<file path="src/rtl/dcs_pkg.sv">
package dcs_pkg;
   // Frame geometry
   localparam int FRAME_BITS = 24;
   localparam int BITCNT_W = 5;
   localparam logic [BITCNT_W-1:0] BITCNT_MAX = 5'h1f;
   localparam logic [BITCNT_W-1:0] BITCNT_FULL = 5'h18;
   // Number of high-side channels served here: 0 = eight, 1 = seven, 2 = six
   localparam int N_CH = 3;
   // Word select: bit 0 of the received word picks the second control word
   localparam logic SEL_CTRL1 = 1'b1;
   // Internal time base
   localparam int CLK_NS = 20;
   localparam int TICK_NS = 1000;
   localparam int TICK_CYC = TICK_NS / CLK_NS;
   localparam int DIV_W = 6;
   localparam logic [DIV_W-1:0] DIV_LAST = DIV_W'(TICK_CYC - 1);
   // Settling time of the charge pump, in microseconds and ticks
   localparam int SETTLE_US = 64;
   localparam int TMR_W = 8;
   localparam logic [TMR_W-1:0] SETTLE_TICKS = TMR_W'((SETTLE_US * 1000) / TICK_NS);
   // Over-current retry off-times, selected by the duty-cycle bit
   localparam int REC_OFF_LONG_US = 200;
   localparam int REC_OFF_SHORT_US = 50;
   localparam logic [TMR_W-1:0] REC_LONG_TICKS = TMR_W'((REC_OFF_LONG_US * 1000) / TICK_NS);
   localparam logic [TMR_W-1:0] REC_SHORT_TICKS = TMR_W'((REC_OFF_SHORT_US * 1000) / TICK_NS);
   localparam logic [TMR_W-1:0] TMR_ZERO = 8'h00;

   // Second control word as received
   typedef struct packed {
      logic enable;         // Bit 23, active / standby
      logic rec_ch8;        // Bit 22, recovery enable channel eight
      logic spare21;        // Bit 21
      logic rec_ch7;        // Bit 20, recovery enable channel seven
      logic rec_ch6;        // Bit 19, recovery enable channel six
      logic spare18;        // Bit 18
      logic [17:1] low;     // Lower control bits, kept elsewhere
      logic sel;            // Bit 0, word select
   } dcs_ctrl1_t;

   // Second status word as returned
   typedef struct packed {
      logic marker;                 // Bit 23, always one
      logic supply_over;            // Bit 22
      logic supply_under;           // Bit 21
      logic thermal_shutdown_flag;  // Bit 20
      logic temp_warning_flag;      // Bit 19
      logic not_ready;              // Bit 18
      logic [17:1] low;             // Lower status bits, from elsewhere
      logic no_error;               // Bit 0
   } dcs_stat1_t;

   localparam dcs_ctrl1_t CTRL1_RST = 24'h000000;
endpackage

</file>
<file path="src/rtl/dcs_serial.sv">
`timescale 1ns/1ns
// Full-duplex 24-bit shifter: captures on rising clock, shifts out on falling
module dcs_serial
   import dcs_pkg::*;
(
   input wire logic ref_clk,                    // System clock
   input wire logic rst,                        // Synchronous reset
   input wire logic sclk,                       // Serial clock, sampled
   input wire logic cs_n,                       // Frame select, active low
   input wire logic mosi,                       // Serial data in
   input wire logic [FRAME_BITS-1:0] tx_word,   // Word to return
   output logic miso,                           // Serial data out
   output logic frame_done,                     // Pulse after a full frame
   output logic [FRAME_BITS-1:0] rx_word        // Received word
);
   logic sclk_q_ff, cs_q_ff, miso_ff, done_ff;  // Registered pins and outputs
   logic nxt_miso, nxt_done;
   logic [FRAME_BITS-1:0] rx_sh_ff, tx_sh_ff, rx_ff; // Shift registers and received word
   logic [FRAME_BITS-1:0] nxt_rx_sh, nxt_tx_sh, nxt_rx;
   logic [BITCNT_W-1:0] cnt_ff, nxt_cnt;        // Bits captured this frame

   // Next-state of the shifter
   always_comb begin
      nxt_miso = miso_ff;
      nxt_done = 1'b0;
      nxt_rx_sh = rx_sh_ff;
      nxt_tx_sh = tx_sh_ff;
      nxt_rx = rx_ff;
      nxt_cnt = cnt_ff;
      if (cs_q_ff && !cs_n) begin
         // Frame start: load the status word, first bit out at once
         nxt_tx_sh = tx_word;
         nxt_miso = tx_word[FRAME_BITS-1];
         nxt_cnt = '0;
      end else if (!cs_n) begin
         if (sclk && !sclk_q_ff) begin
            // Rising edge: capture
            nxt_rx_sh = {rx_sh_ff[FRAME_BITS-2:0], mosi};
            if (cnt_ff != BITCNT_MAX) begin
               nxt_cnt = cnt_ff + 5'h01;
            end
         end else if (!sclk && sclk_q_ff && cnt_ff != '0) begin
            // Falling edge: present next bit
            nxt_tx_sh = {tx_sh_ff[FRAME_BITS-2:0], 1'b0};
            nxt_miso = tx_sh_ff[FRAME_BITS-2];
         end
      end else if (!cs_q_ff) begin
         // Frame end: only an exact 24-bit frame counts
         if (cnt_ff == BITCNT_FULL) begin
            nxt_done = 1'b1;
            nxt_rx = rx_sh_ff;
         end
      end
   end

   // Registers of the shifter
   always_ff @(posedge ref_clk) begin
      if (rst) begin
         sclk_q_ff <= 1'b0;
         cs_q_ff <= 1'b1;
         miso_ff <= 1'b0;
         done_ff <= 1'b0;
         rx_sh_ff <= '0;
         tx_sh_ff <= '0;
         rx_ff <= '0;
         cnt_ff <= '0;
      end else begin
         sclk_q_ff <= sclk;
         cs_q_ff <= cs_n;
         miso_ff <= nxt_miso;
         done_ff <= nxt_done;
         rx_sh_ff <= nxt_rx_sh;
         tx_sh_ff <= nxt_tx_sh;
         rx_ff <= nxt_rx;
         cnt_ff <= nxt_cnt;
      end
   end

   assign miso = miso_ff;
   assign frame_done = done_ff;
   assign rx_word = rx_ff;
endmodule // dcs_serial

</file>
<file path="src/rtl/dcs_ctrl_status.sv">
`timescale 1ns/1ns
module dcs_ctrl_status
   import dcs_pkg::*;
(
   input wire logic ref_clk,                  // System clock, 50 MHz
   input wire logic rst,                      // Synchronous reset, active high
   input wire logic sclk,                     // Serial clock
   input wire logic cs_n,                     // Frame select, active low
   input wire logic mosi,                     // Serial data in
   output logic miso,                         // Serial data out
   input wire logic supply_over,              // Load supply over limit
   input wire logic supply_under,             // Load supply under limit
   input wire logic thermal_shutdown_evt,     // Junction over shutdown limit
   input wire logic temp_warning_evt,         // Junction over warning limit
   input wire logic [N_CH-1:0] overcurrent_evt, // Per-channel over-current
   input wire logic reg0_clear,               // Reset bit written in word 0
   input wire logic reg0_duty,                // Recovery duty-cycle bit
   input wire logic [N_CH-1:0] chan_request,  // Per-channel on request
   input wire logic [22:1] stat0_bits,        // Fault bits of status word 0
   input wire logic [17:1] stat1_low,         // Lower bits of status word 1
   output logic active_mode,                  // Device active
   output logic not_ready,                    // Charge pump settling
   output logic [N_CH-1:0] chan_drive,        // Per-channel driver gate
   output logic [N_CH-1:0] overcurrent_flag,  // Over-current status to word 0
   output logic [N_CH-1:0] recovery_enable    // Recovery enables held
);
   logic frame_done;                       // Full frame received
   logic [FRAME_BITS-1:0] rx_word;         // Received word
   dcs_ctrl1_t rx_ctrl;                    // Received word as fields
   dcs_stat1_t stat_w;                     // Status word to return
   logic wr_ctrl;                          // Write to the second control word
   dcs_ctrl1_t ctrl_ff, nxt_ctrl;          // Second control word
   logic ov_ff, uv_ff, tsd_ff, tw_ff;      // Sticky status flags
   logic nxt_ov, nxt_uv, nxt_tsd, nxt_tw;
   logic [TMR_W-1:0] settle_ff, nxt_settle; // Settling timer in ticks
   logic nr_ff, nxt_nr;                    // Not-ready flag
   logic [DIV_W-1:0] div_ff, nxt_div;      // Tick divider
   logic tick_ff, nxt_tick;                // One-cycle internal clock tick
   logic [N_CH-1:0] rec_en;                // Recovery enables by channel
   logic [N_CH-1:0] blocked;               // Channel held off by over-current
   logic [N_CH-1:0] oc_flag;               // Over-current flags by channel
   logic allow;                            // Global permission to drive
   logic [N_CH-1:0] drive_ff, nxt_drive;   // Driver gates

   assign rx_ctrl = dcs_ctrl1_t'(rx_word);
   assign wr_ctrl = frame_done && (rx_ctrl.sel == SEL_CTRL1);
   assign rec_en = {ctrl_ff.rec_ch6, ctrl_ff.rec_ch7, ctrl_ff.rec_ch8};

   // Serial frame engine; returns the status word in every frame
   dcs_serial u_serial (
      .ref_clk(ref_clk),
      .rst(rst),
      .sclk(sclk),
      .cs_n(cs_n),
      .mosi(mosi),
      .tx_word(stat_w),
      .miso(miso),
      .frame_done(frame_done),
      .rx_word(rx_word)
   );

   // Status word assembly
   always_comb begin
      stat_w.marker = 1'b1;
      stat_w.supply_over = ov_ff;
      stat_w.supply_under = uv_ff;
      stat_w.thermal_shutdown_flag = tsd_ff;
      stat_w.temp_warning_flag = tw_ff;
      stat_w.not_ready = nr_ff;
      stat_w.low = stat1_low;
      // High only when no fault in either word
      stat_w.no_error = ~(|stat0_bits | ov_ff | uv_ff | tsd_ff | tw_ff | nr_ff
                         | |stat1_low);
   end

   // Next values of control word, flags, timers and drivers
   always_comb begin
      nxt_ctrl = ctrl_ff;
      if (wr_ctrl) begin
         if (rx_ctrl.enable) begin
            nxt_ctrl = rx_ctrl;
         end else begin
            nxt_ctrl = CTRL1_RST;
         end
      end
      // Hardware sets win over the host clear
      nxt_ov = supply_over | (ov_ff & ~reg0_clear);
      nxt_uv = supply_under | (uv_ff & ~reg0_clear);
      nxt_tsd = thermal_shutdown_evt | (tsd_ff & ~reg0_clear);
      nxt_tw = temp_warning_evt | (tw_ff & ~reg0_clear);
      // Divider gives the internal clock tick
      nxt_tick = (div_ff == DIV_LAST);
      nxt_div = nxt_tick ? '0 : div_ff + 6'h01;
      // Settling timer, loaded on standby to active, counts ticks
      if (!nxt_ctrl.enable) begin
         nxt_settle = TMR_ZERO;
      end else if (!ctrl_ff.enable) begin
         nxt_settle = SETTLE_TICKS;
      end else if (tick_ff && settle_ff != TMR_ZERO) begin
         nxt_settle = settle_ff - 8'h01;
      end else begin
         nxt_settle = settle_ff;
      end
      nxt_nr = (nxt_settle != TMR_ZERO);
      // Drive only when active, settled, cool and supply in range
      allow = ctrl_ff.enable & ~nr_ff & ~tsd_ff & ~thermal_shutdown_evt
              & ~supply_over & ~supply_under;
      nxt_drive = chan_request & {N_CH{allow}} & ~blocked & ~overcurrent_evt;
   end

   // Registers of control word, flags, timers and drivers
   always_ff @(posedge ref_clk) begin
      if (rst) begin
         ctrl_ff <= CTRL1_RST;
         ov_ff <= 1'b0;
         uv_ff <= 1'b0;
         tsd_ff <= 1'b0;
         tw_ff <= 1'b0;
         settle_ff <= TMR_ZERO;
         nr_ff <= 1'b0;
         div_ff <= '0;
         tick_ff <= 1'b0;
         drive_ff <= '0;
      end else begin
         ctrl_ff <= nxt_ctrl;
         ov_ff <= nxt_ov;
         uv_ff <= nxt_uv;
         tsd_ff <= nxt_tsd;
         tw_ff <= nxt_tw;
         settle_ff <= nxt_settle;
         nr_ff <= nxt_nr;
         div_ff <= nxt_div;
         tick_ff <= nxt_tick;
         drive_ff <= nxt_drive;
      end
   end

   // Per-channel over-current latch and retry timer
   for (genvar i = 0; i < N_CH; i++) begin : g_ch
      logic flag_ff, nxt_flag;           // Over-current status
      logic blk_ff, nxt_blk;             // Output held off
      logic retry_ff, nxt_retry;         // Retry granted at expiry
      logic [TMR_W-1:0] off_ff, nxt_off; // Off-time left in ticks

      // Next values for one channel
      always_comb begin
         nxt_flag = overcurrent_evt[i] | (flag_ff & ~reg0_clear);
         nxt_blk = blk_ff;
         nxt_retry = retry_ff;
         nxt_off = off_ff;
         if (overcurrent_evt[i]) begin
            nxt_blk = 1'b1;
            nxt_off = reg0_duty ? REC_SHORT_TICKS : REC_LONG_TICKS;
            // Event on the tick phase already commits one retry
            nxt_retry = rec_en[i] | tick_ff;
         end else if (reg0_clear) begin
            nxt_blk = 1'b0;
            nxt_off = TMR_ZERO;
         end else if (blk_ff && tick_ff) begin
            if (off_ff != TMR_ZERO) begin
               nxt_off = off_ff - 8'h01;
            end else if (retry_ff || rec_en[i]) begin
               nxt_blk = 1'b0;
               nxt_retry = 1'b0;
            end
         end
      end

      // Registers for one channel
      always_ff @(posedge ref_clk) begin
         if (rst) begin
            flag_ff <= 1'b0;
            blk_ff <= 1'b0;
            retry_ff <= 1'b0;
            off_ff <= TMR_ZERO;
         end else begin
            flag_ff <= nxt_flag;
            blk_ff <= nxt_blk;
            retry_ff <= nxt_retry;
            off_ff <= nxt_off;
         end
      end

      assign blocked[i] = blk_ff;
      assign oc_flag[i] = flag_ff;
   end

   assign active_mode = ctrl_ff.enable;
   assign not_ready = nr_ff;
   assign chan_drive = drive_ff;
   assign overcurrent_flag = oc_flag;
   assign recovery_enable = rec_en;

   a_enable_active: assert property (@(posedge ref_clk) disable iff (rst)
      wr_ctrl && rx_ctrl.enable |=> active_mode && (not_ready || $past(active_mode)))
      else $error("enable write did not enter active mode");
   a_standby_clear: assert property (@(posedge ref_clk) disable iff (rst)
      wr_ctrl && !rx_ctrl.enable |=> ctrl_ff == CTRL1_RST ##1 chan_drive == '0)
      else $error("standby write did not clear control bits");
   a_reset_standby: assert property (@(posedge ref_clk)
      $fell(rst) |-> !active_mode && chan_drive == '0)
      else $error("device not in standby after reset");
   a_marker_out: assert property (@(posedge ref_clk) disable iff (rst)
      $fell(cs_n) ##1 !cs_n |-> miso)
      else $error("first returned bit is not one");
   a_supply_off: assert property (@(posedge ref_clk) disable iff (rst)
      supply_over || supply_under |=> chan_drive == '0 && (ov_ff || uv_ff))
      else $error("outputs active during supply fault");
   a_oc_off: assert property (@(posedge ref_clk) disable iff (rst)
      overcurrent_evt[0] |=> overcurrent_flag[0] && !chan_drive[0] ##1 !chan_drive[0])
      else $error("over-current did not switch channel off");
   a_tsd_hold: assert property (@(posedge ref_clk) disable iff (rst)
      tsd_ff && !reg0_clear |=> tsd_ff && chan_drive == '0)
      else $error("outputs active during thermal shutdown");
   a_tw_hold: assert property (@(posedge ref_clk) disable iff (rst)
      $rose(tw_ff) ##1 !reg0_clear [*2] |-> tw_ff)
      else $error("warning flag dropped without clear");
   a_settle_block: assert property (@(posedge ref_clk) disable iff (rst)
      $rose(active_mode) |-> not_ready ##1 chan_drive == '0)
      else $error("outputs active while not ready");
   a_noerr_bit: assert property (@(posedge ref_clk) disable iff (rst)
      (ov_ff || tsd_ff || nr_ff || |stat0_bits) |-> !stat_w.no_error)
      else $error("no-error bit high with fault present");
endmodule // dcs_ctrl_status

</file>
<file path="config.mk">
export PLATFORM = sky130hd
export DESIGN_NAME = dcs_ctrl_status
export DESIGN_NICKNAME = d
export VERILOG_FILES = /design/src/rtl/dcs_pkg.sv /design/src/rtl/dcs_serial.sv /design/src/rtl/dcs_ctrl_status.sv
export SDC_FILE = /design/constraint.sdc
export NUM_CORES = 1
export LEC_CHECK = 0
export BUFFER_PORTS_ARGS = -buffer_cell sky130_fd_sc_hd__buf_4
export CORE_UTILIZATION = 30
export CTS_BUF_LIST = sky130_fd_sc_hd__clkbuf_8
export CTS_CLUSTER_DIAMETER = 120
export DETAILED_ROUTE_END_ITERATION = 16
export PLACE_DENSITY_LB_ADDON = 0.08
export SYNTH_ARGS = -nofsm -noshare
export SYNTH_HDL_FRONTEND = slang
export SYNTH_SLANG_ARGS = --single-unit
</file>
<file path="constraint.sdc">
create_clock -name ref_clk -period 5.88 [get_ports ref_clk]
set_clock_uncertainty 0.1 [all_clocks]
set_input_delay 0.588 -clock ref_clk [delete_from_list [all_inputs] [get_ports ref_clk]]
set_output_delay 0.588 -clock ref_clk [all_outputs]
set_load 0.02 [all_outputs]
</file>
* Yosys cells after proc, flatten, opt, wreduce, memory -nomap -nowiden *
Cells that the tools add are included.

operators by class
  $add $sub $neg = 6
  $mul = 0
  divide/modulo/power cells = 0
  order comparisons = 0
  equality and inequality tests = 14
  shift-type cells = 0
  muxes and demuxes = 48
  bitwise logic cells = 43
  reduce and logical (&&, ||, !) cells = 55

operators by type and width
  kind                   count
  $mux W8                16
  $mux W23               4
  $mux W24               2
  $reduce_bool A8 Y1     5
  $sub A8 B1 Y8 const B  4
  $reduce_bool A3 Y1     9
  $mux W1                26
  $reduce_or A22 Y1      1
  $reduce_and A3 Y1      6
  $reduce_or A17 Y1      1
  $or A1 B1 Y1           16
  $reduce_and A4 Y1      4
  $reduce_bool A2 Y1     7
  $and A1 B1 Y1          12
  $ne A2 B2 Y1 const B   6
  $not A1 Y1             10
  $and A3 B3 Y3          3
  $logic_and A1 B1 Y1    9
  $ne A3 B3 Y1 const B   3
  $add A6 B1 Y6 const B  1
  $eq A6 B6 Y1 const B   1
  $not A3 Y3             2
  $reduce_and A2 Y1      3
  $add A5 B1 Y5 const B  1
  other kinds (8)        14

storage, ports and cells
  register bits after elaboration = 160
  bits in latches = 0
  bits in writable memories = 0
  bits in read-only memories = 0
  input port bits = 56
  output and inout bits = 12
  word-level logic and storage cells = 203
  memories = 0

* Logic depth before layout (Yosys ltp) *
Gate-level depths: netlist of run 1.

  depth in word-level cells = 9
  depth in mapped cells = 8
  depth with buffers taken out = 7

* Cells and area by module *
A second synthesis of run 1 with hierarchy kept.

unflattened totals
  cells, all modules = 731
  area total of the unflattened synthesis = 6274.8 um^2

modules (own cells, without submodules)
  module           times used  cells an instance  area each (um^2)  seq. area each (um^2)
  dcs_serial       1           352                3178.0            1601.5
  dcs_ctrl_status  1           379                3096.7            1201.2

* Least setup slack after synthesis of run 1 *
Ideal clock, no wire load.

  path type = input to register
  start = input port cs_n
  end = register u_serial.rx_sh_ff[17]
  library setup time = 0.132 ns
  arrival time = 1.763 ns
  required time = 5.648 ns
  slack = 3.885 ns
  stages on the path = 7
  buffers on the path = 3
  path through = buf_2 or3b_1 nand2b_1 clkbuf_1 buf_2 nand2_1 a21oi_1

between the ends
  cells in the longest elaborated chain, start to end = 4
  elaborated cells between the ends (all ways) = 5

ends and longest elaborated chain
  item                                    RTL line              source
  start, declared                         dcs_ctrl_status.sv:8  input wire logic cs_n,
  $logic_not A1 Y1                        --
  $logic_and A1 B1 Y1                     dcs_serial.sv:30      if (cs_q_ff && !cs_n) begin
  $not A1 Y1 (no source line)             --
  $reduce_and A3 Y1 (no source line) (*)  --
  end signal, assigned                    dcs_serial.sv:72      rx_sh_ff <= nxt_rx_sh;
  end, declared                           dcs_serial.sv:18      logic [FRAME_BITS-1:0] rx_sh_ff, tx_sh_ff, rx_ff;

Mark *: on every way between the ends. The rest lies on a longest branch, timed or not.
A chain may end at the register's enable or synchronous reset.

* Worst setup path in the final report of run 1 *
  start = register u_serial.cnt_ff[0]
  end = register u_serial.tx_sh_ff[0]

between the ends
  cells in the longest elaborated chain, start to end = 4

ends and longest elaborated chain
  item                                 RTL line          source
  start, declared                      dcs_serial.sv:20  logic [BITCNT_W-1:0] cnt_ff, nxt_cnt;
  start signal, assigned               dcs_serial.sv:75  cnt_ff <= nxt_cnt;
  $reduce_bool A5 Y1                   dcs_serial.sv:42  end else if (!sclk && sclk_q_ff && cnt_ff != '0) begin
  $logic_and A1 B1 Y1                  dcs_serial.sv:42
  $reduce_bool A2 Y1 (no source line)  --
  $reduce_and A3 Y1 (no source line)   --
  end signal, assigned                 dcs_serial.sv:73  tx_sh_ff <= nxt_tx_sh;
  end, declared                        dcs_serial.sv:18

No other way between the ends.

==> results.json, run 1 <==
{
  "status": "finished clean",
  "postCtsResizedCells": 0,
  "min_delay_path_depth": 3,
  "starting_density_of_the_core_pct": 30.64,
  "grt_pass1_vias": 4366,
  "gr-total-overflow": 0,
  "internal_power_mw": 1.291,
  "timing.final.crit_period_ns": 2.392,
  "p_leak_nw": 2.415,
  "post_synthesis_register_bit_count": 121,
  "dr.pass1.iters": 4,
  "clock_sink_count": 121,
  "total_number_of_h_tree_levels": 4,
  "path_clk_slew_ns": 0.07,
  "syn_avg_cell_area_um2": 8.510,
  "critPathArrivalTime_ns": 2.59,
  "grt_use_total_pct": 14.86,
  "tritoncts.num_buffers": 17,
  "critPathRequiredTime_ns": 6.08,
  "io_pins": 68,
  "io_buffer_count": 67,
  "die_area_mm2": 0.01896,
  "synth-edff-count": 0,
  "post-layout-total-power_mw": 1.725,
  "setup_total_negative_slack_ns": 0,
  "post_cts_buffers": 0,
  "synth_top_area_share_pct": 43.86,
  "worst_setup_path_end_kind": "flip-flop",
  "finalSetupViolations": 0,
  "min_from": "temp_warning_evt",
  "worst-slew-pin-transition_ns": 1.033,
  "synth_nets": 718,
  "max-vdd-ir-drop_uv": 126.0,
  "rsz0062_at_grt": "no",
  "hold_path_end": "tw_ff",
  "synth_flop_cell": "sky130_fd_sc_hd__dfxtp_1",
  "layout_common_cells": "sky130_fd_sc_hd__dfxtp_1, sky130_fd_sc_hd__nor2_1, sky130_fd_sc_hd__nand2_1",
  "nNetsFinal": 770,
  "core_area_mm2": 0.01802,
  "max_stage_delay_ns": 0.84,
  "grt_start_max_net_pins": 58,
  "seq_area_frac_synth_pct": 43.86,
  "synth_area_leader_cell": "sky130_fd_sc_hd__dfxtp_1",
  "startpoint_type": "flip-flop",
  "place.gp.congestion": 0.7939,
  "timing.critical_path.fanout_max": 44,
  "die_y_um": 137.7,
  "antenna_cells_inserted": 0,
  "final-hold-violation-count": 0,
  "power_frac_seq_pct": 50.6,
  "detail-route-antenna-nets": 0,
  "power.clock.fraction_pct": 39.4,
  "routed_wire_length_per_instance_um": 14.01,
  "cts_tree": "done",
  "placementRows": 49,
  "power.density_cell_area_mw_per_mm2": 265.5,
  "r2r_setup_slack_ns": 3.49,
  "hold_class": "in2reg",
  "slew_viol_final": 0,
  "max_slew_margin_pct": 30.96,
  "synth.lib_cells_used.distinct": 64,
  "synth_warnings": 0,
  "share_of_async_settable_or_async_resettable_flops_after_synthesis_pct": 0,
  "final_core_util_pct": 36.05,
  "crit_slowest_cell": "sky130_fd_sc_hd__a21oi_4",
  "path_class": "reg2reg",
  "dr_vias": 4674,
  "cts_buffer_depth": 2,
  "timing.critical_path.cells": "inv_1 -> ha_1 -> nand2b_1 -> o311ai_2 -> a21oi_4 -> o32a_1 -> nor2_1",
  "chipWidth_um": 137.7,
  "first_pass_grt_wire_length_mm": 21.87,
  "timing.rr.end": "u_serial.tx_sh_ff[0]",
  "postCtsHoldBufs": 0,
  "comb_power_share_pct": 10.0,
  "route.detailed.vias_per_inst": 4.962,
  "dp.final_hpwl_mm": 9.084,
  "synthCells": 649,
  "max_clock_freq_ghz": 0.4181,
  "routed_wl_mm": 13.19,
  "clkLatencyLatePin_ns": 0.43,
  "r2r.worst_path.cells": 7,
  "cts-root-buf": "sky130_fd_sc_hd__clkbuf_8",
  "switching_pwr_mw": 0.4344,
  "dr.first_iter.drc_count": 221,
  "grt_antenna_before_repair": 0,
  "layout.cells.most_common": "sky130_fd_sc_hd__dfxtp_1",
  "drc": 0,
  "p_sw_share_pct": 25.18,
  "netlist_area_mm2": 0.005523,
  "netlist_top_cells_area": "sky130_fd_sc_hd__dfxtp_1, sky130_fd_sc_hd__nor2_1, sky130_fd_sc_hd__mux2i_1",
  "layout-drive-gt1-share_pct": 15.29,
  "fillerInstances": 1920,
  "timing.max_cap.violations": 0,
  "flow.area_growth_from_synthesis_pct": 17.65,
  "numPlacedInstances": 911,
  "worst_r2r_startpoint": "u_serial.cnt_ff[0]",
  "layout_worst_path_cycle_share_pct": 40.68,
  "layoutNonFillerInstCount": 942
}
==> logic make-up (layout without fill, tap and decap cells) <==
group                    count (synthesis)  in the layout  share of synthesized area (%)
buffers and inverters                   56            120                          4.758
XOR/XNOR                                14             14                          2.220
adder cells (fa/ha/maj)                 13             13                          2.945
AND/OR/NAND/NOR                        278            278                          24.54
flip-flops                             121            121                          43.86
AO/OA/AOI/OAI                          135            135                          15.86
multiplexers                            32             32                          5.822
==> cell usage after synthesis (all sizes together), types with 12 or more instances <==
library cell  count
a211oi           25
a21oi            57
buf              13
clkbuf           22
dfxtp           121
ha               13
inv              21
mux2i            31
nand2            77
nand4            17
nor2             87
nor3             26
nor4             24
o21ai            12
==> stage by stage <==
stage	hold WS, ns	area [um2]	worst slack (ns)
floorplan	0.3321	5523	3.885
global placement	0.3365	6143	3.504
detailed placement	0.3444	6143	3.460
CTS	0.2408	6497	3.467
global route	0.2344	6497	3.270
finish	0.2672	6497	3.488
==> power groups by stage <==
stage | Clock (mW) | Sequential, mW | Combinational, mW
6_report | 0.680 | 0.872 | 0.173
5_1_grt | 0.747 | 0.876 | 0.194
4_1_cts | 0.707 | 0.872 | 0.175
3_5_place_dp | 0 | 0.891 | 0.175
3_3_place_gp | 0 | 0.890 | 0.173
2_1_floorplan | 0 | 0.885 | 0.118
==> worst max-delay path by stage <==
stage / end / slack (ns) / from / depth (start not counted)
after floorplan: u_serial.rx_sh_ff[17] / 3.88 / cs_n / 7
after global placement: u_serial.tx_sh_ff[0] / 3.50 / u_serial.cnt_ff[0] / 7
after CTS: u_serial.tx_sh_ff[0] / 3.47 / u_serial.cnt_ff[0] / 7
after global routing: u_serial.tx_sh_ff[16] / 3.27 / u_serial.cnt_ff[0] / 7
final: u_serial.tx_sh_ff[0] / 3.49 / u_serial.cnt_ff[0] / 7
after detailed placement: u_serial.rx_sh_ff[8] / 3.46 / cs_n / 5
==> per-layer routing <==
layer,wire (um),track usage [%],vias to the layer above,share of wire (%)
met1,6520,18.93,2183,49
li1,-,-,2408,-
met2,6106,24.09,75,46
met4,110,5.495,0,0.83
met5,0,0,-,0
met3,457,3.642,8,3.5
==> flip-flops by register name, summed over array words and instances (netlist names), 3 cells and up <==
register / count
g_ch.off_ff: 24
u_serial.rx_sh_ff: 24
u_serial.tx_sh_ff: 23
settle_ff: 8
div_ff: 6
u_serial.cnt_ff: 5
u_serial.rx_word: 5
chan_drive: 3
g_ch.blk_ff: 3
g_ch.flag_ff: 3
g_ch.retry_ff: 3
recovery_enable: 3
==> layout make-up <==
type	instances	area, um2	area share [%]
Clock inverter	10	65.06	1.001
Multi-Input combinational cell	472	2845	43.79
Timing Repair Buffer	68	510.5	7.857
Tap cell	229	286.5	4.410
Sequential cell	121	2422	37.28
Clock buffer	21	289.0	4.448
Inverter	21	78.83	1.213
==> critical path, delay by kind of cell (launching register included) <==
family                   cells  cell delay [ns]
AO/OA/AOI/OAI                3             1.29
AND/OR/NAND/NOR              2             0.21
flip-flops                   1             0.39
adder cells (fa/ha/maj)      1             0.19
buffers and inverters        1             0.06
Power figures use the tool's default switching activity.
==> run 2: changes to the inputs <==
--- a/config.mk
+++ b/config.mk
@@ -5,6 +5,7 @@
 export SDC_FILE = /design/constraint.sdc
 export NUM_CORES = 1
 export LEC_CHECK = 0
+export ABC_AREA = 1
 export BUFFER_PORTS_ARGS = -buffer_cell sky130_fd_sc_hd__buf_4
 export CORE_UTILIZATION = 30
 export CTS_BUF_LIST = sky130_fd_sc_hd__clkbuf_8
==> constraint.sdc (replaced) <==
create_clock -name ref_clk -period 2 [get_ports ref_clk]
set_clock_uncertainty 0.1 [all_clocks]
set_input_delay 0.2 -clock ref_clk [delete_from_list [all_inputs] [get_ports ref_clk]]
set_output_delay 0.2 -clock ref_clk [all_outputs]
set_load 0.02 [all_outputs]
==> run 2 against run 1 <==
Against the previous run:
- synthesized cell count increased by 17%
- sequential share of layout area decreased by 2.2 points
- count of clock-buffer cells in the layout shrank 3
- critical endpoint is now u_serial.cnt_ff[3]
- largest power group unchanged
- register-to-register slack worse by 3.2 ns
- core utilization increased by 2.4 points
- combinational power increased to 3.5 times the previous value
- sequential power grew to 3.0 times the previous value
- largest cell class unchanged
- global-route usage grew 0.33 points
==> results.json, run 2 <==
{
  "netlist_area_mm2": 0.005499,
  "timing.critical_path.cells": "ha_1 -> inv_1 -> nor3_1 -> ha_1 -> nor3_2 -> inv_1 -> nor2_1 -> o21ai_0 -> a21oi_1",
  "max_slew_margin_pct": 54.18,
  "critPathArrivalTime_ns": 2.03,
  "antenna_cells_inserted": 0,
  "grt_pass1_vias": 4914,
  "rsz0062_at_grt": "no",
  "die_y_um": 137.4,
  "fillerInstances": 1868,
  "cts_buffer_depth": 2,
  "power.density_cell_area_mw_per_mm2": 763.1,
  "timing.final.crit_period_ns": 1.749,
  "layout_common_cells": "sky130_fd_sc_hd__nor2_1, sky130_fd_sc_hd__dfxtp_1, sky130_fd_sc_hd__nand2_1",
  "regArea_mm2": 0.002422,
  "netlist_top_cells_area": "sky130_fd_sc_hd__dfxtp_1, sky130_fd_sc_hd__nor2_1, sky130_fd_sc_hd__nand2_1",
  "finalSetupViolations": 0,
  "hold_class": "in2reg",
  "post_synthesis_register_bit_count": 121,
  "p_leak_nw": 3.032,
  "grt_antenna_before_repair": 0,
  "synth_warnings": 0,
  "place_worst_setup_slack_ns": 0.1877,
  "cp.buffers_inverters": 2,
  "cts-root-buf": "sky130_fd_sc_hd__clkbuf_8",
  "multi_input_comb_area_mm2": 0.002654,
  "seq_area_frac_synth_pct": 44.05,
  "place.gp.congestion": 0.8156,
  "share_of_async_settable_or_async_resettable_flops_after_synthesis_pct": 0,
  "max-vdd-ir-drop_uv": 396.3,
  "io_buffer_count": 67,
  "synth_area_leader_cell": "sky130_fd_sc_hd__dfxtp_1",
  "tritoncts.num_buffers": 17,
  "nNetsFinal": 926,
  "dp.final_hpwl_mm": 9.447,
  "total_number_of_h_tree_levels": 4,
  "synth_nets": 827,
  "starting_density_of_the_core_pct": 30.61,
  "synthCells": 758,
  "clock_sink_count": 121,
  "io_pins": 68,
  "post-synth-top-count-cell": "sky130_fd_sc_hd__nor2_1",
  "drc": 0,
  "routed_wire_length_per_instance_um": 12.43,
  "synth_top_area_share_pct": 44.05,
  "timing.final.ws_setup_ns": 0.2512,
  "max_clock_freq_ghz": 0.5718,
  "timing.max_cap.violations": 0,
  "layout.cells.most_common": "sky130_fd_sc_hd__nor2_1",
  "crit_family": "adder cells",
  "placementRows": 49,
  "cts_tree": "done",
  "path_class": "reg2reg",
  "timing.critical_path.fanout_max": 7,
  "grt_start_max_net_pins": 55,
  "flow.area_growth_from_synthesis_pct": 25.55,
  "dr_vias": 5196,
  "post_cts_buffers": 0,
  "startpoint_type": "flip-flop",
  "slew_viol_final": 0,
  "setup_total_negative_slack_ns": 0,
  "gr-total-overflow": 0,
  "synth_top_cells_by_count": "sky130_fd_sc_hd__nor2_1, sky130_fd_sc_hd__dfxtp_1, sky130_fd_sc_hd__nand2_1",
  "grt_use_total_pct": 15.18,
  "final-hold-violation-count": 0,
  "status": "finished clean",
  "critPathRequiredTime_ns": 2.28,
  "reg_top3": "g_ch.off_ff: 24 flops, u_serial.rx_sh_ff: 24 flops, u_serial.tx_sh_ff: 23 flops",
  "synth_flop_cell": "sky130_fd_sc_hd__dfxtp_1",
  "route.detailed.vias_per_inst": 4.732,
  "dr.pass1.iters": 5,
  "path_clk_slew_ns": 0.08,
  "detail-route-antenna-nets": 0,
  "syn_avg_cell_area_um2": 7.255,
  "layout_worst_path_cycle_share_pct": 87.44,
  "dr.first_iter.drc_count": 276,
  "first_pass_grt_wire_length_mm": 22.47,
  "routed_wl_mm": 13.65,
  "die_area_mm2": 0.01888,
  "worst_setup_path_end_kind": "flip-flop",
  "synth.lib_cells_used.distinct": 35,
  "clkLatencyLatePin_ns": 0.44,
  "layout-drive-gt1-share_pct": 15.19,
  "worst-slew-pin-transition_ns": 0.6865,
  "max_stage_delay_ns": 0.33,
  "synth-edff-count": 0,
  "chipWidth_um": 137.4,
  "core_area_mm2": 0.01796,
  "crit_slowest_cell": "sky130_fd_sc_hd__dfxtp_1"
}
run 2: changes by cell type in the layout (fill, tap and decap cells not counted), sizes merged, moves of 22 or more:
cell         change
mux2i           -31
nand2           +44
inv             +54
dlygate4sd3     +29
nor2            +56
o21ai           +78
a211oi          -22
run 2: kinds of logic after synthesis:
kind of cell	after synthesis	synth area share [%]
buf+inv	108	7.781
simple gates	332	25.94
fa+ha+maj	13	2.958
compound gates	179	18.48
xor+xnor	5	0.7963
flops	121	44.05
run 2: worst min-delay path: stages:
cell                      delay [ns]
sky130_fd_sc_hd__buf_4          0.08
sky130_fd_sc_hd__nor4_1         0.03
sky130_fd_sc_hd__nand4_1        0.05
sky130_fd_sc_hd__nor2_1         0.05
sky130_fd_sc_hd__nand2_1        0.05
sky130_fd_sc_hd__a21oi_1        0.05
run 2: report_power, final:
part,switching (mW),total (mW),internal (mW)
clock,0.964,2.06,1.10
sequential,0.0748,2.59,2.52
combinational,0.344,0.610,0.266
total,1.38,5.27,3.89
run 2: timing repair:
action,in CTS,in global routing
hold endpoints to repair,33,0
resized for setup,0,1
endpoints found under the setup margin,0,1
hold buffers,29,0
run 2: worst paths after layout:
check / start / endpoint / slack [ns] / depth (start not counted)
worst max-delay path: u_serial.cnt_ff[0] / u_serial.cnt_ff[3] / 0.25 / 9
worst min-delay path: stat0_bits[8] / u_serial.tx_sh_ff[0] / 0.02 / 6
worst max register to register: u_serial.cnt_ff[0] / u_serial.cnt_ff[3] / 0.25 / 9
worst min register to register: u_serial.tx_sh_ff[17] / u_serial.tx_sh_ff[17] / 0.35 / 2
run 2: metrics by stage:
stage	total power, mW	hold slack (ns)	std cells	cell area, um2	util [%]
floorplan	2.996	0.2174	758	5499	-
global placement	3.205	0.3163	1038	6247	34.78
detailed placement	3.213	0.3217	1038	6247	34.78
CTS	5.351	0.001775	1098	6899	38.41
global route	5.568	0.02424	1098	6904	38.43
finish	5.269	0.02383	1098	6904	38.43
run 2: routing by layer:
layer  global-route usage [%]  vias up  part of all wire [%]
met4                    5.739        0                   1.2
met1                    19.24     2369                    50
met3                    4.010       10                   4.1
met2                    24.48      108                    44
li1                         -     2709                     -
met5                        0        -                     0
run 2: layout make-up:
type                            count  share of cell area [%]
Sequential cell                   121                   35.09
Clock buffer                       18                   3.588
Tap cell                          229                   4.150
Multi-Input combinational cell    529                   38.44
Inverter                           81                   4.404
Timing Repair Buffer              107                   12.69
Clock inverter                     13                   1.649
==> run 3: changes to the inputs <==
--- a/config.mk
+++ b/config.mk
@@ -7,6 +7,7 @@
 export LEC_CHECK = 0
 export ABC_AREA = 1
 export BUFFER_PORTS_ARGS = -buffer_cell sky130_fd_sc_hd__buf_4
+export CORE_ASPECT_RATIO = 0.7
 export CORE_UTILIZATION = 30
 export CTS_BUF_LIST = sky130_fd_sc_hd__clkbuf_8
 export CTS_CLUSTER_DIAMETER = 120
==> run 3 against run 2 <==
Against the previous run:
- sequential power hardly changed
- setup slack better by 0.0076 ns
- sequential cell count is the same
- sequential share of layout area is essentially flat
- final area barely moved
- first-iteration DRC count increased by 47%
- critical path type unchanged
- critical endpoint unchanged
- largest power group unchanged
- highest routed layer unchanged
==> results.json, run 3 (same netlist as run 2, synthesis figures left out) <==
{
  "multi_input_comb_area_mm2": 0.002654,
  "layout-drive-gt1-share_pct": 15.01,
  "clock_sink_count": 121,
  "timing.critical_path.fanout_max": 7,
  "p_leak_nw": 3.028,
  "dr_vias": 5172,
  "rsz0062_at_grt": "no",
  "core_area_mm2": 0.01795,
  "grt_antenna_before_repair": 0,
  "flow.area_growth_from_synthesis_pct": 25.53,
  "dr.first_iter.drc_count": 407,
  "layout.cells.most_common": "sky130_fd_sc_hd__nor2_1",
  "critPathArrivalTime_ns": 2.00,
  "timing.max_cap.violations": 0,
  "die_area_mm2": 0.01888,
  "max_clock_freq_ghz": 0.5743,
  "critPathRequiredTime_ns": 2.25,
  "placementRows": 41,
  "io_pins": 68,
  "route.detailed.vias_per_inst": 4.693,
  "routed_wire_length_per_instance_um": 12.38,
  "nNetsFinal": 922,
  "min_delay_path_depth": 6,
  "final-hold-violation-count": 0,
  "total_number_of_h_tree_levels": 4,
  "first_pass_grt_wire_length_mm": 22.22,
  "startpoint_type": "flip-flop",
  "reg_top3": "g_ch.off_ff: 24 flops, u_serial.rx_sh_ff: 24 flops, u_serial.tx_sh_ff: 23 flops",
  "detail-route-antenna-nets": 0,
  "layout_worst_path_cycle_share_pct": 87.06,
  "die_y_um": 115.3,
  "routed_wl_mm": 13.65,
  "grt_start_max_net_pins": 55,
  "tritoncts.num_buffers": 17,
  "max-vdd-ir-drop_uv": 425.1,
  "dp.final_hpwl_mm": 9.581,
  "status": "finished clean",
  "cts_tree": "done",
  "cts_buffer_depth": 2,
  "path_clk_slew_ns": 0.07,
  "regArea_mm2": 0.002422,
  "hold_class": "in2reg",
  "dr.pass1.iters": 7,
  "gr-total-overflow": 0,
  "final_core_util_pct": 38.45,
  "clkLatencyLatePin_ns": 0.42,
  "fillerInstances": 1852,
  "starting_density_of_the_core_pct": 30.63,
  "drc": 0,
  "timing.final.crit_period_ns": 1.741,
  "chipWidth_um": 163.8,
  "worst-slew-pin-transition_ns": 0.7151,
  "antenna_cells_inserted": 0,
  "post-layout-total-power_mw": 5.293,
  "finalSetupViolations": 0,
  "grt_pass1_vias": 4622,
  "power.density_cell_area_mw_per_mm2": 766.8,
  "io_buffer_count": 67,
  "setup_total_negative_slack_ns": 0,
  "cts-root-buf": "sky130_fd_sc_hd__clkbuf_8",
  "grt_use_total_pct": 14.92,
  "slew_viol_final": 0,
  "layout_common_cells": "sky130_fd_sc_hd__nor2_1, sky130_fd_sc_hd__dfxtp_1, sky130_fd_sc_hd__nand2_1",
  "post_cts_buffers": 0,
  "worst_setup_path_end_kind": "flip-flop",
  "path_class": "reg2reg",
  "r2r.worst_path.cells": 9,
  "place.gp.congestion": 0.8165,
  "max_slew_margin_pct": 52.27
}
[run 3: changes by cell type in the layout (fill, tap and decap cells not counted)]
cell                            previous run  this run
sky130_fd_sc_hd__buf_12                    0         1
sky130_fd_sc_hd__buf_4                    78        75
sky130_fd_sc_hd__clkinv_2                  7         6
sky130_fd_sc_hd__inv_1                    81        82
sky130_fd_sc_hd__clkbuf_8                 18        19
sky130_fd_sc_hd__dlygate4sd3_1            29        27
[run 3: path summary, 6_finish.rpt]
kind                                         start              endpoint  slack [ns]
worst max-delay path            u_serial.cnt_ff[0]    u_serial.cnt_ff[3]        0.26
worst min-delay path                  stat1_low[2]  u_serial.tx_sh_ff[0]        0.04
worst max register to register  u_serial.cnt_ff[0]    u_serial.cnt_ff[3]        0.26
worst min register to register      g_ch[2].blk_ff         chan_drive[2]        0.35
[run 3: report_power, final]
| part | leakage (nW) | switching, mW | internal (mW) |
|---|---|---|---|
| combinational | 1.83 | 0.350 | 0.264 |
| clock | 0.210 | 0.944 | 1.14 |
| sequential | 0.990 | 0.0748 | 2.52 |
| total | 3.03 | 1.37 | 3.92 |
[run 3: cell type report]
class | count | area share (%)
Tap cell | 236 | 4.278
Timing Repair Buffer | 103 | 12.36
Sequential cell | 121 | 35.09
Inverter | 81 | 4.405
Multi-Input combinational cell | 529 | 38.44
Clock buffer | 19 | 3.788
Clock inverter | 13 | 1.631
[run 3: per-layer routing]
| layer | vias to the layer above | part of all wire [%] | global-route usage [%] |
|---|---|---|---|
| met4 | 0 | 1.0 | 4.691 |
| met3 | 11 | 4.8 | 4.004 |
| li1 | 2711 | - | - |
| met1 | 2339 | 53 | 20.74 |
| met5 | - | 0 | 0 |
| met2 | 111 | 41 | 22.37 |
[run 3: what timing repair did]
| item | 4_1_cts | 5_1_grt |
|---|---|---|
| hold buffers | 27 | 0 |
| endpoints found under the setup margin | 0 | 1 |
| hold endpoints to repair | 30 | 0 |
| gates resized for setup | 0 | 1 |
[run 3: through the flow]
stage | setup slack (ns) | hold slack [ns] | instances | area [um2]
6_report | 0.2588 | 0.04480 | 1102 | 6903
5_1_grt | 0.03758 | 0.02158 | 1102 | 6903
4_1_cts | 0.1800 | 0.01394 | 1102 | 6898
3_5_place_dp | 0.1846 | 0.3145 | 1043 | 6254
3_3_place_gp | 0.2815 | 0.3040 | 1043 | 6254
2_1_floorplan | 0.3644 | 0.2174 | 758 | 5499
[run 3: critical path: stages, from the launching register on]
cell	delay (ns)
sky130_fd_sc_hd__dfxtp_1	0.33
sky130_fd_sc_hd__ha_1	0.23
sky130_fd_sc_hd__inv_1	0.06
sky130_fd_sc_hd__nor3_1	0.04
sky130_fd_sc_hd__ha_1	0.20
sky130_fd_sc_hd__nor3_2	0.24
sky130_fd_sc_hd__inv_1	0.15
sky130_fd_sc_hd__nor2_1	0.14
sky130_fd_sc_hd__o21ai_0	0.08
sky130_fd_sc_hd__a21oi_1	0.12
